**src/inc/ebt_pkg.sv**
```systemverilog
package ebt_pkg;
  // ---------------------------------------------------------------
  // register map (byte-wide port)
  // ---------------------------------------------------------------
  localparam logic [2:0] EBT_ADDR_COUNT  = 3'h0;
  localparam logic [2:0] EBT_ADDR_OPTION = 3'h1;
  localparam logic [2:0] EBT_ADDR_CAPSEL = 3'h2;
  localparam logic [2:0] EBT_ADDR_STATUS = 3'h3;
  localparam logic [2:0] EBT_ADDR_MASK   = 3'h4;
  // option field positions
  localparam int EBT_BIT_CS   = 5;
  localparam int EBT_BIT_SE   = 4;
  localparam int EBT_BIT_PSA  = 3;
  localparam int EBT_PS_LSB   = 0;
  localparam int EBT_BIT_XCS  = 0;
  localparam logic [7:0] EBT_OPTION_RST = 8'hff;
  localparam logic [7:0] EBT_COUNT_RST  = 8'h00;
  localparam logic [1:0] EBT_STALL_CYC  = 2'h2;
  localparam logic [7:0] EBT_COUNT_MAX  = 8'hff;

  typedef struct packed {
    logic       cs;
    logic       se;
    logic       prescaler_assign;
    logic [2:0] ps;
    logic       xcs;
  } ebt_ctrl_s;

  typedef struct packed {
    ebt_ctrl_s  ctrl;
    logic [7:0] count;
    logic [7:0] pre;
    logic [1:0] stall;
    logic [2:0] sync;
    logic       src_q;
    logic       flag;
    logic       mask;
    logic [7:0] rdata;
    logic       ovf_pulse;
  } ebt_state_s;
endpackage : ebt_pkg

```
**src/logic/ebt_timer.sv**
```systemverilog
// Implementation choices: the address map and the address-and-strobe port.
`timescale 1ns/10ps
module ebt_timer
  import ebt_pkg::*;
(
  input  wire logic       clk_in,
  input  wire logic       rst_in,
  input  wire logic [2:0] addr_in,
  input  wire logic [7:0] wdata_in,
  input  wire logic       wr_in,
  input  wire logic       rd_in,
  output logic      [7:0] rdata_out,
  input  wire logic       external_count_pin_in,
  input  wire logic       cap_sense_osc_in,
  input  wire logic       wdt_clear_in,
  input  wire logic       wdt_tick_in,
  output logic            wdt_tick_out,
  output logic            ovf_gate_out,
  output logic            irq_out
);
  ebt_state_s st_ff;
  ebt_state_s nxt_st;

  // ---------------------------------------------------------------
  // helpers
  // ---------------------------------------------------------------
  // terminal prescaler value for a rate code: code n wraps after
  // 2^(n+1) ticks, so code 7 uses the full 8-bit range
  function automatic logic [7:0] rate_lim(input logic [2:0] ps);
    logic [8:0] span;
    span     = 9'h002 << ps;
    rate_lim = 8'(span - 9'h001);
  endfunction : rate_lim

  logic       sel_src;
  logic       edge_seen;
  logic       src_tick;
  logic       tmr_tick;
  logic       inc;
  logic       cnt_wr;
  logic       stat_rd;
  logic       wrap_now;
  logic [7:0] pre_lim;

  // ---------------------------------------------------------------
  // input select, edge detect and strobe decode
  // ---------------------------------------------------------------
  // both count sources are asynchronous; a level only counts once the
  // second and third stages agree, which costs about three cycles of lag
  always_comb begin
    // pick counter input, then the edge polarity
    sel_src   = st_ff.ctrl.xcs ? cap_sense_osc_in : external_count_pin_in;
    edge_seen = (st_ff.sync[2] == st_ff.sync[1]) && (st_ff.sync[1] != st_ff.src_q);
    src_tick  = edge_seen && (st_ff.ctrl.se ? !st_ff.sync[1] : st_ff.sync[1]);
    // timer mode counts every clock, counter mode only synchronized edges
    tmr_tick  = st_ff.ctrl.cs ? src_tick : 1'b1;
    cnt_wr    = wr_in && (addr_in == EBT_ADDR_COUNT);
    stat_rd   = rd_in && (addr_in == EBT_ADDR_STATUS);
    // shared by the prescaler and the watchdog tap
    pre_lim   = rate_lim(st_ff.ctrl.ps);
  end

  // a wrap that survives the write override, watched by the assertions
  assign wrap_now = inc && (st_ff.count == EBT_COUNT_MAX) && !cnt_wr;

  // ---------------------------------------------------------------
  // next state
  // ---------------------------------------------------------------
  // one prescaler: assigned either to the count or to the watchdog
  always_comb begin
    logic pre_out;
    logic [7:0] lim;
    pre_out = 1'b0;
    lim     = 8'h00;
    nxt_st  = st_ff;
    // three-stage synchronizer; only the older two stages are compared
    nxt_st.sync      = {st_ff.sync[1:0], sel_src};
    nxt_st.ovf_pulse = 1'b0;
    if (edge_seen) begin
      nxt_st.src_q = st_ff.sync[1];
    end
    // the same terminal value serves the count side and, halved, the
    // watchdog side; the hardware never runs both at once
    lim = pre_lim;
    if (!st_ff.ctrl.prescaler_assign) begin
      // prescaler in front of the count
      if (tmr_tick) begin
        pre_out    = (st_ff.pre == lim);
        nxt_st.pre = pre_out ? 8'h00 : 8'(st_ff.pre + 8'h01);
      end
      inc = pre_out;
    end else begin
      // count runs 1:1, watchdog gets 1:1..1:128
      inc = tmr_tick;
      if (wdt_clear_in) begin
        nxt_st.pre = 8'h00;
      end else if (wdt_tick_in) begin
        nxt_st.pre = (st_ff.pre >= (lim >> 1)) ? 8'h00 : 8'(st_ff.pre + 8'h01);
      end
    end
    // write inhibit window after a count write
    if (st_ff.stall != 2'h0) begin
      nxt_st.stall = 2'(st_ff.stall - 2'h1);
      inc = 1'b0;
    end
    if (inc) begin
      nxt_st.count = 8'(st_ff.count + 8'h01);
      if (st_ff.count == EBT_COUNT_MAX) begin
        nxt_st.ovf_pulse = 1'b1;
      end
    end
    // register writes take priority over counting
    if (cnt_wr) begin
      nxt_st.count = wdata_in;
      // a write in the wrap cycle wins, so no gate pulse escapes
      nxt_st.ovf_pulse = 1'b0;
      nxt_st.stall = EBT_STALL_CYC;
      if (!st_ff.ctrl.prescaler_assign) begin
        nxt_st.pre = 8'h00;
      end
    end
    // control writes; the prescaler keeps its phase across a reassign,
    // so software should rewrite the count after changing the rate
    if (wr_in && addr_in == EBT_ADDR_OPTION) begin
      nxt_st.ctrl.cs  = wdata_in[EBT_BIT_CS];
      nxt_st.ctrl.se  = wdata_in[EBT_BIT_SE];
      nxt_st.ctrl.prescaler_assign = wdata_in[EBT_BIT_PSA];
      nxt_st.ctrl.ps  = wdata_in[EBT_PS_LSB +: 3];
    end
    if (wr_in && addr_in == EBT_ADDR_CAPSEL) begin
      nxt_st.ctrl.xcs = wdata_in[EBT_BIT_XCS];
    end
    if (wr_in && addr_in == EBT_ADDR_MASK) begin
      nxt_st.mask = wdata_in[0];
    end
    // flag: read clears, a same-cycle wrap wins
    if (stat_rd) begin
      nxt_st.flag = 1'b0;
    end
    if (inc && st_ff.count == EBT_COUNT_MAX && !cnt_wr) begin
      nxt_st.flag = 1'b1;
    end
    // read data stand one cycle after the strobe
    nxt_st.rdata = 8'h00;
    if (rd_in) begin
      unique case (addr_in)
        EBT_ADDR_COUNT:  nxt_st.rdata = st_ff.count;
        EBT_ADDR_OPTION: nxt_st.rdata = {2'h3, st_ff.ctrl.cs, st_ff.ctrl.se,
                                         st_ff.ctrl.prescaler_assign, st_ff.ctrl.ps};
        EBT_ADDR_CAPSEL: nxt_st.rdata = {7'h00, st_ff.ctrl.xcs};
        EBT_ADDR_STATUS: nxt_st.rdata = {7'h00, st_ff.flag};
        EBT_ADDR_MASK:   nxt_st.rdata = {7'h00, st_ff.mask};
        default:         nxt_st.rdata = 8'h00;
      endcase
    end
  end

  // ---------------------------------------------------------------
  // state register
  // ---------------------------------------------------------------
  // count keeps its value on reset in the part; zero here for clean sims
  always_ff @(posedge clk_in) begin
    if (rst_in) begin
      st_ff       <= '0;
      st_ff.ctrl  <= ebt_ctrl_s'({EBT_OPTION_RST[EBT_BIT_CS], EBT_OPTION_RST[EBT_BIT_SE],
                                  EBT_OPTION_RST[EBT_BIT_PSA], EBT_OPTION_RST[2:0],
                                  1'b0});
      st_ff.count <= EBT_COUNT_RST;
    end else begin
      st_ff <= nxt_st;
    end
  end

  assign rdata_out    = st_ff.rdata;
  assign ovf_gate_out = st_ff.ovf_pulse;
  assign irq_out      = st_ff.flag && st_ff.mask;
  assign wdt_tick_out = st_ff.ctrl.prescaler_assign && wdt_tick_in && !wdt_clear_in
                        && (st_ff.pre >= (pre_lim >> 1));

  // ---------------------------------------------------------------
  // assertions: register port and count
  // ---------------------------------------------------------------
  // two quiet cycles after a count write, unless a second write lands
  a_write_stall: assert property (@(posedge clk_in) disable iff (rst_in)
    (cnt_wr ##1 !cnt_wr) |-> (st_ff.count == $past(wdata_in))
      ##1 (st_ff.count == $past(wdata_in, 2)))
    else $error("count moved inside write stall");

  // every count write reloads the stall counter
  a_stall_load: assert property (@(posedge clk_in) disable iff (rst_in)
    cnt_wr |=> st_ff.stall == EBT_STALL_CYC)
    else $error("stall window not started");

  // a write also drops a wrap that falls in the same cycle
  a_write_cancel: assert property (@(posedge clk_in) disable iff (rst_in)
    cnt_wr |=> !ovf_gate_out)
    else $error("gate pulse after a count write");

  // timer mode at 1:1 steps once a cycle outside the stall
  a_timer_step: assert property (@(posedge clk_in) disable iff (rst_in)
    (!st_ff.ctrl.cs && st_ff.ctrl.prescaler_assign && st_ff.stall == 2'h0 && !cnt_wr)
      |=> st_ff.count == 8'($past(st_ff.count) + 8'h01))
    else $error("timer mode did not step by one");

  // read data stand one cycle after the strobe, zero otherwise
  a_read_data: assert property (@(posedge clk_in) disable iff (rst_in)
    (rd_in && addr_in == EBT_ADDR_COUNT && !inc && !cnt_wr)
      |=> rdata_out == $past(st_ff.count))
    else $error("count readback wrong");

  a_read_idle: assert property (@(posedge clk_in) disable iff (rst_in)
    !rd_in |=> rdata_out == 8'h00)
    else $error("read data without a read strobe");

  // unused option bits always read as ones
  a_option_read: assert property (@(posedge clk_in) disable iff (rst_in)
    (rd_in && addr_in == EBT_ADDR_OPTION) |=> rdata_out[7:6] == 2'h3)
    else $error("option upper bits wrong");

  // ---------------------------------------------------------------
  // assertions: overflow flag, interrupt and gate
  // ---------------------------------------------------------------
  // wrap sets the flag; a read in the same cycle loses
  a_wrap_flag: assert property (@(posedge clk_in) disable iff (rst_in)
    wrap_now |=> st_ff.flag)
    else $error("overflow flag missed");

  // only a status read may clear the flag
  a_flag_hold: assert property (@(posedge clk_in) disable iff (rst_in)
    (st_ff.flag && !stat_rd) |=> st_ff.flag)
    else $error("flag cleared without a read");

  // a status read with no fresh wrap drops the interrupt
  a_irq_clear: assert property (@(posedge clk_in) disable iff (rst_in)
    (stat_rd && !wrap_now) |=> !irq_out)
    else $error("interrupt stayed after status read");

  // the gate source pulses the cycle after each wrap
  a_gate_pulse: assert property (@(posedge clk_in) disable iff (rst_in)
    wrap_now |=> ovf_gate_out)
    else $error("gate pulse missed");

  // the gate pulse is one cycle wide
  a_gate_single: assert property (@(posedge clk_in) disable iff (rst_in)
    ovf_gate_out |=> !ovf_gate_out)
    else $error("gate pulse too long");

  // ---------------------------------------------------------------
  // assertions: prescaler and watchdog side
  // ---------------------------------------------------------------
  // a count write restarts the prescaler while the timer owns it
  a_pre_clear: assert property (@(posedge clk_in) disable iff (rst_in)
    (cnt_wr && !st_ff.ctrl.prescaler_assign) |=> st_ff.pre == 8'h00)
    else $error("prescaler not cleared by count write");

  // below its terminal value the prescaler steps once per tick
  a_pre_step: assert property (@(posedge clk_in) disable iff (rst_in)
    (!st_ff.ctrl.prescaler_assign && tmr_tick && st_ff.pre != pre_lim && !cnt_wr)
      |=> st_ff.pre == 8'($past(st_ff.pre) + 8'h01))
    else $error("prescaler did not step");

  // at its terminal value the prescaler wraps to zero
  a_pre_wrap: assert property (@(posedge clk_in) disable iff (rst_in)
    (!st_ff.ctrl.prescaler_assign && tmr_tick && st_ff.pre == pre_lim) |=> st_ff.pre == 8'h00)
    else $error("prescaler did not wrap");

  // no watchdog tick while the timer owns the prescaler
  a_wdt_quiet: assert property (@(posedge clk_in) disable iff (rst_in)
    !st_ff.ctrl.prescaler_assign |-> !wdt_tick_out)
    else $error("watchdog tick with prescaler on timer");

  // on the watchdog side the prescaler only moves on a tick or clear
  a_wdt_hold: assert property (@(posedge clk_in) disable iff (rst_in)
    (st_ff.ctrl.prescaler_assign && !wdt_tick_in && !wdt_clear_in)
      |=> st_ff.pre == $past(st_ff.pre))
    else $error("prescaler moved without a watchdog tick");

  // ---------------------------------------------------------------
  // assertions: counter input
  // ---------------------------------------------------------------
  // counter mode holds still between accepted edges
  a_counter_hold: assert property (@(posedge clk_in) disable iff (rst_in)
    (st_ff.ctrl.cs && !src_tick && !cnt_wr) |=> st_ff.count == $past(st_ff.count))
    else $error("counter moved without an edge");

  // edge select 0 counts an accepted rising level at 1:1
  a_rise_count: assert property (@(posedge clk_in) disable iff (rst_in)
    (st_ff.ctrl.cs && !st_ff.ctrl.se && st_ff.ctrl.prescaler_assign && edge_seen && st_ff.sync[1]
      && st_ff.stall == 2'h0 && !cnt_wr)
      |=> st_ff.count == 8'($past(st_ff.count) + 8'h01))
    else $error("rising edge not counted");

  // edge select 1 counts an accepted falling level at 1:1
  a_fall_count: assert property (@(posedge clk_in) disable iff (rst_in)
    (st_ff.ctrl.cs && st_ff.ctrl.se && st_ff.ctrl.prescaler_assign && edge_seen && !st_ff.sync[1]
      && st_ff.stall == 2'h0 && !cnt_wr)
      |=> st_ff.count == 8'($past(st_ff.count) + 8'h01))
    else $error("falling edge not counted");

  // ---------------------------------------------------------------
  // covers
  // ---------------------------------------------------------------
  // main scenarios: wrap, counter edge, prescaled step, stall, flag read
  c_wrap: cover property (@(posedge clk_in) st_ff.ovf_pulse);
  c_counter: cover property (@(posedge clk_in) st_ff.ctrl.cs && src_tick);
  c_prescaled: cover property (@(posedge clk_in) !st_ff.ctrl.prescaler_assign && inc);
  c_stall: cover property (@(posedge clk_in) cnt_wr ##1 st_ff.stall == EBT_STALL_CYC);
  c_flag_read: cover property (@(posedge clk_in) stat_rd && st_ff.flag);
endmodule : ebt_timer

```
**config.mk**
```make
export PLATFORM = sky130hd
export DESIGN_NAME = ebt_timer
export DESIGN_NICKNAME = d
export VERILOG_FILES = /design/src/inc/ebt_pkg.sv /design/src/logic/ebt_timer.sv
export SDC_FILE = /design/constraint.sdc
export NUM_CORES = 1
export LEC_CHECK = 0
export BUFFER_PORTS_ARGS = -buffer_cell sky130_fd_sc_hd__buf_2
export CELL_PAD_IN_SITES_DETAIL_PLACEMENT = 1
export CELL_PAD_IN_SITES_GLOBAL_PLACEMENT = 1
export CORE_ASPECT_RATIO = 1.25
export CORE_MARGIN = 2
export CORE_UTILIZATION = 47
export CTS_BUF_LIST = sky130_fd_sc_hd__clkbuf_16
export DETAILED_ROUTE_END_ITERATION = 16
export GPL_ROUTABILITY_DRIVEN = 0
export PLACE_DENSITY = 0.93
export SLEW_MARGIN = 20
export SYNTH_ARGS = -nofsm -noshare
export SYNTH_HDL_FRONTEND = slang
export SYNTH_SLANG_ARGS = --single-unit
```
**constraint.sdc**
```tcl
create_clock -name clk_in -period 10.8 [get_ports clk_in]
set_input_delay 0.54 -clock clk_in [delete_from_list [all_inputs] [get_ports clk_in]]
set_output_delay 0.54 -clock clk_in [all_outputs]
set_load 0.01 [all_outputs]
```
==> results.sh <==
export IMPL_post_route_drc_violation_count=0
export IMPL_crit_chain="or3_1 -> ha_1 -> inv_1 -> o32a_1 -> ha_1 -> a21o_1 -> a211oi_1 -> o21ai_0 -> a311o_1 -> nor2b_1 -> buf_2"
export IMPL_areaGrowthSynthToFinish_pct=8.47
export IMPL_async_flop_share_pct=0
export IMPL_outcome="completed"
export IMPL_postSynthRegisterBits=40
export IMPL_grt_usage_pct=26.8
export IMPL_globalRouteOverflowTotal=0
export IMPL_fin_nets=339
export IMPL_startpoint_type_of_the_worst_setup_path="register"
export IMPL_critical_path_arrival_ns=3.76
export IMPL_final_hold_violation_count=0
export IMPL_clock_skew_after_layout_ns=0.00562
export IMPL_syn_nets=328
export IMPL_number_of_antenna_violations_at_the_first_check_in_global_routing=0
export IMPL_htree_levels=2
export IMPL_route_final_wire_length_mm=7.63
export IMPL_cp_max_fo=14
export IMPL_routed_top_layer="met4"
export IMPL_post_cts_setup_buffer_count=0
export IMPL_synthCells=299
export IMPL_timing_fmax_ghz=0.232
export IMPL_tritoncts="yes"
export IMPL_synth_top_flop_cell="sky130_fd_sc_hd__dfxtp_1"
export IMPL_clockRootBuffer="sky130_fd_sc_hd__clkbuf_16"
export IMPL_clock_path_buffers=2
export IMPL_fin_total_pwr_mw=0.337
export IMPL_layout_drive_gt1_share_pct=16.1
export IMPL_hold_path_depth=1
export IMPL_diodes=0
export IMPL_cts_resized_gates=0
export IMPL_coreArea_um2=5120
export IMPL_synth_cell_types=60
export IMPL_number_of_inserted_filler_cells_in_the_final_layout=609
export IMPL_detailroute_wirelength_met2_mm=4.03
export IMPL_worst_path_largest_cell_delay_ns=0.59
export IMPL_max_slew_margin_pct=32.1
export IMPL_reg2reg_depth=11
export IMPL_cp_end_kind="primary output"
export IMPL_initialDrtViolationCount=193
export IMPL_unrepaired_setup_endpoints_after_global_routing="false"
export IMPL_layout_min_cycle_time_ns=4.30
export IMPL_power_leakage_nw=1.11
export IMPL_clkLatencyLatePin_ns=0.29
export IMPL_postCtsHoldBufs=0
export IMPL_portBuffers=29
export IMPL_die_h_um=85.7
export IMPL_timing_worst_slew_pin_value_ns=1.01
export IMPL_critPathSlowestCell="sky130_fd_sc_hd__dfxtp_1"
export IMPL_critPathMostFrequentCell="sky130_fd_sc_hd__ha_1"
export IMPL_total_half_perimeter_wirelength_after_legalization_and_detailed_placement_mm=4.93
export IMPL_clk_pin_slew_ns=0.06
export IMPL_timing_hold_worst_class="register to register"
export IMPL_synth_area_um2=2510
export IMPL_max_cap_violation_count=0
export IMPL_setup_tns_final_ns=0
export IMPL_final_antenna_net_count=0
export IMPL_setup_viol=0
export IMPL_vias=2332
export IMPL_number_of_top_level_pins=30
export IMPL_post_drt_wl_per_cell_um=20.5
export IMPL_yosys_warnings=0
export IMPL_critical_path_class="register to primary output"
export IMPL_wire_length_on_met3_um=332
export IMPL_setup_ws_ns=6.50
export IMPL_vdd_drop_max_mv=0.118
export IMPL_design_die_area_um2=5950
export IMPL_grt_first_pass_wirelength_mm=12.6
export IMPL_utilization_pct=53.2
export IMPL_largest_net_degree_at_the_start_of_global_routing=24
export IMPL_vias_per_cell=6.27
export IMPL_power_density_cell_area_nw_per_um2=124
export IMPL_dp_slack_ns=6.86
export IMPL_tritoncts_num_sinks=40
export IMPL_number_of_enable_flip_flop_cells_after_synthesis=0
export IMPL_dieWidth_um=69.4
export IMPL_register_area_um2=801
export IMPL_grt_pass1_vias=2483
export IMPL_drtPass1Iterations=4
export IMPL_worst_ep_required_time_ns=10.26
export IMPL_starting_density_pct=49.1
export IMPL_min_period_over_period_pct=39.9
export IMPL_rows=29
export IMPL_number_of_buffers_inserted_during_clock_tree_synthesis=5
export IMPL_area_used_by_multi_input_combinational_logic_um2=1510
export IMPL_post_synth_cell_area_avg_um2=8.40
export IMPL_final_max_slew_viol_count=0
export IMPL_met1_length_mm=3.06
export IMPL_yosysSeqAreaShare_pct=31.9
[area by class of cell]
type	count	share of cell area, %
Tap cell	62	2.85
Timing Repair Buffer	30	5.60
Clock inverter	2	0.459
Inverter	13	1.79
Clock buffer	5	4.59
Multi-Input combinational cell	220	55.3
Sequential cell	40	29.4
[final timing paths]
path | endpoint | slack, ns | from
setup / recovery | wdt_tick_out | 6.50 | st_ff[36]
hold reg to reg | nxt_st[14] | 0.45 | nxt_st[13]
hold / removal | nxt_st[14] | 0.45 | nxt_st[13]
setup reg to reg | st_ff[24] | 6.93 | st_ff[36]
[stage by stage]
step	hold WS (ns)	std cells	area (µm²)
final	0.454	372	2720
after global routing	0.468	372	2720
after CTS	0.454	372	2720
after detailed placement	0.434	365	2590
after global placement	0.428	365	2590
after floorplan	0.414	299	2510
[cells by family after synthesis]
group,after synthesis,synth area share (%)
adders and majority gates,10,4.98
muxes,10,4.48
and+or+nand+nor,115,24.6
AOI/OAI and AO/OA,69,20.1
DFF,40,31.9
buffers and inverters,39,8.12
xor gates and xnor gates,16,5.88
[critical path, delay by kind of cell, from the launching register on]
kind	cells	cell delay [ns]
fa+ha+maj	2	0.77
compound gates	5	1.41
buf+inv	2	0.26
flops	1	0.59
simple gates	2	0.44
[cells in the final DEF, fill, tap and decap left out, drive strengths merged, types with 6 or more instances in the layout]
| cell | instances |
|---|---|
| mux2i | 9 |
| and3 | 6 |
| xnor2 | 10 |
| ha | 10 |
| xor2 | 6 |
| a211oi | 7 |
| inv | 13 |
| buf | 30 |
| nor2 | 33 |
| nor3 | 13 |
| dfxtp | 40 |
| o21ai | 10 |
| nor2b | 9 |
| o22ai | 7 |
| nand2 | 17 |
| a21oi | 12 |
| nand3 | 10 |
[state kept, by name, indices dropped and copies added, names as in the netlist]
| register | cells |
|---|---|
| rdata_out | 8 |
| ovf_gate_out | 1 |
| nxt_st | 2 |
| st_ff | 29 |
[cells in the mapped netlist (all sizes together) (5+ instances only)]
cell	number	area share, %
a211o	5	1.7
a211oi	7	2.1
a21oi	12	2.4
and3	6	1.6
buf	15	4.1
clkbuf	11	2.0
dfxtp	40	32
ha	10	5.0
inv	13	1.9
mux2i	9	3.6
nand2	17	2.5
nand2b	5	1.2
nand3	10	2.0
nor2	33	5.2
nor2b	9	2.2
nor3	13	2.8
nor4	5	1.5
o21ai	10	2.0
o22ai	7	1.7
xnor2	10	3.8
xor2	6	2.1
[power breakdown]
| group | total [mW] | internal (mW) | leakage, nW | switching, mW |
|---|---|---|---|---|
| registers | 0.157 | 0.151 | 0.325 | 0.00533 |
| logic | 0.0337 | 0.0135 | 0.724 | 0.0202 |
| clock network | 0.147 | 0.0839 | 0.0657 | 0.0628 |
[routing by layer]
metal | GRT usage (%) | up-vias
met3 | 4.47 | 21
met2 | 47.3 | 78
li1 | - | 1089
met5 | 0 | -
met4 | 13.4 | 0
met1 | 31.4 | 1144
Power figures use the tool's default switching activity.
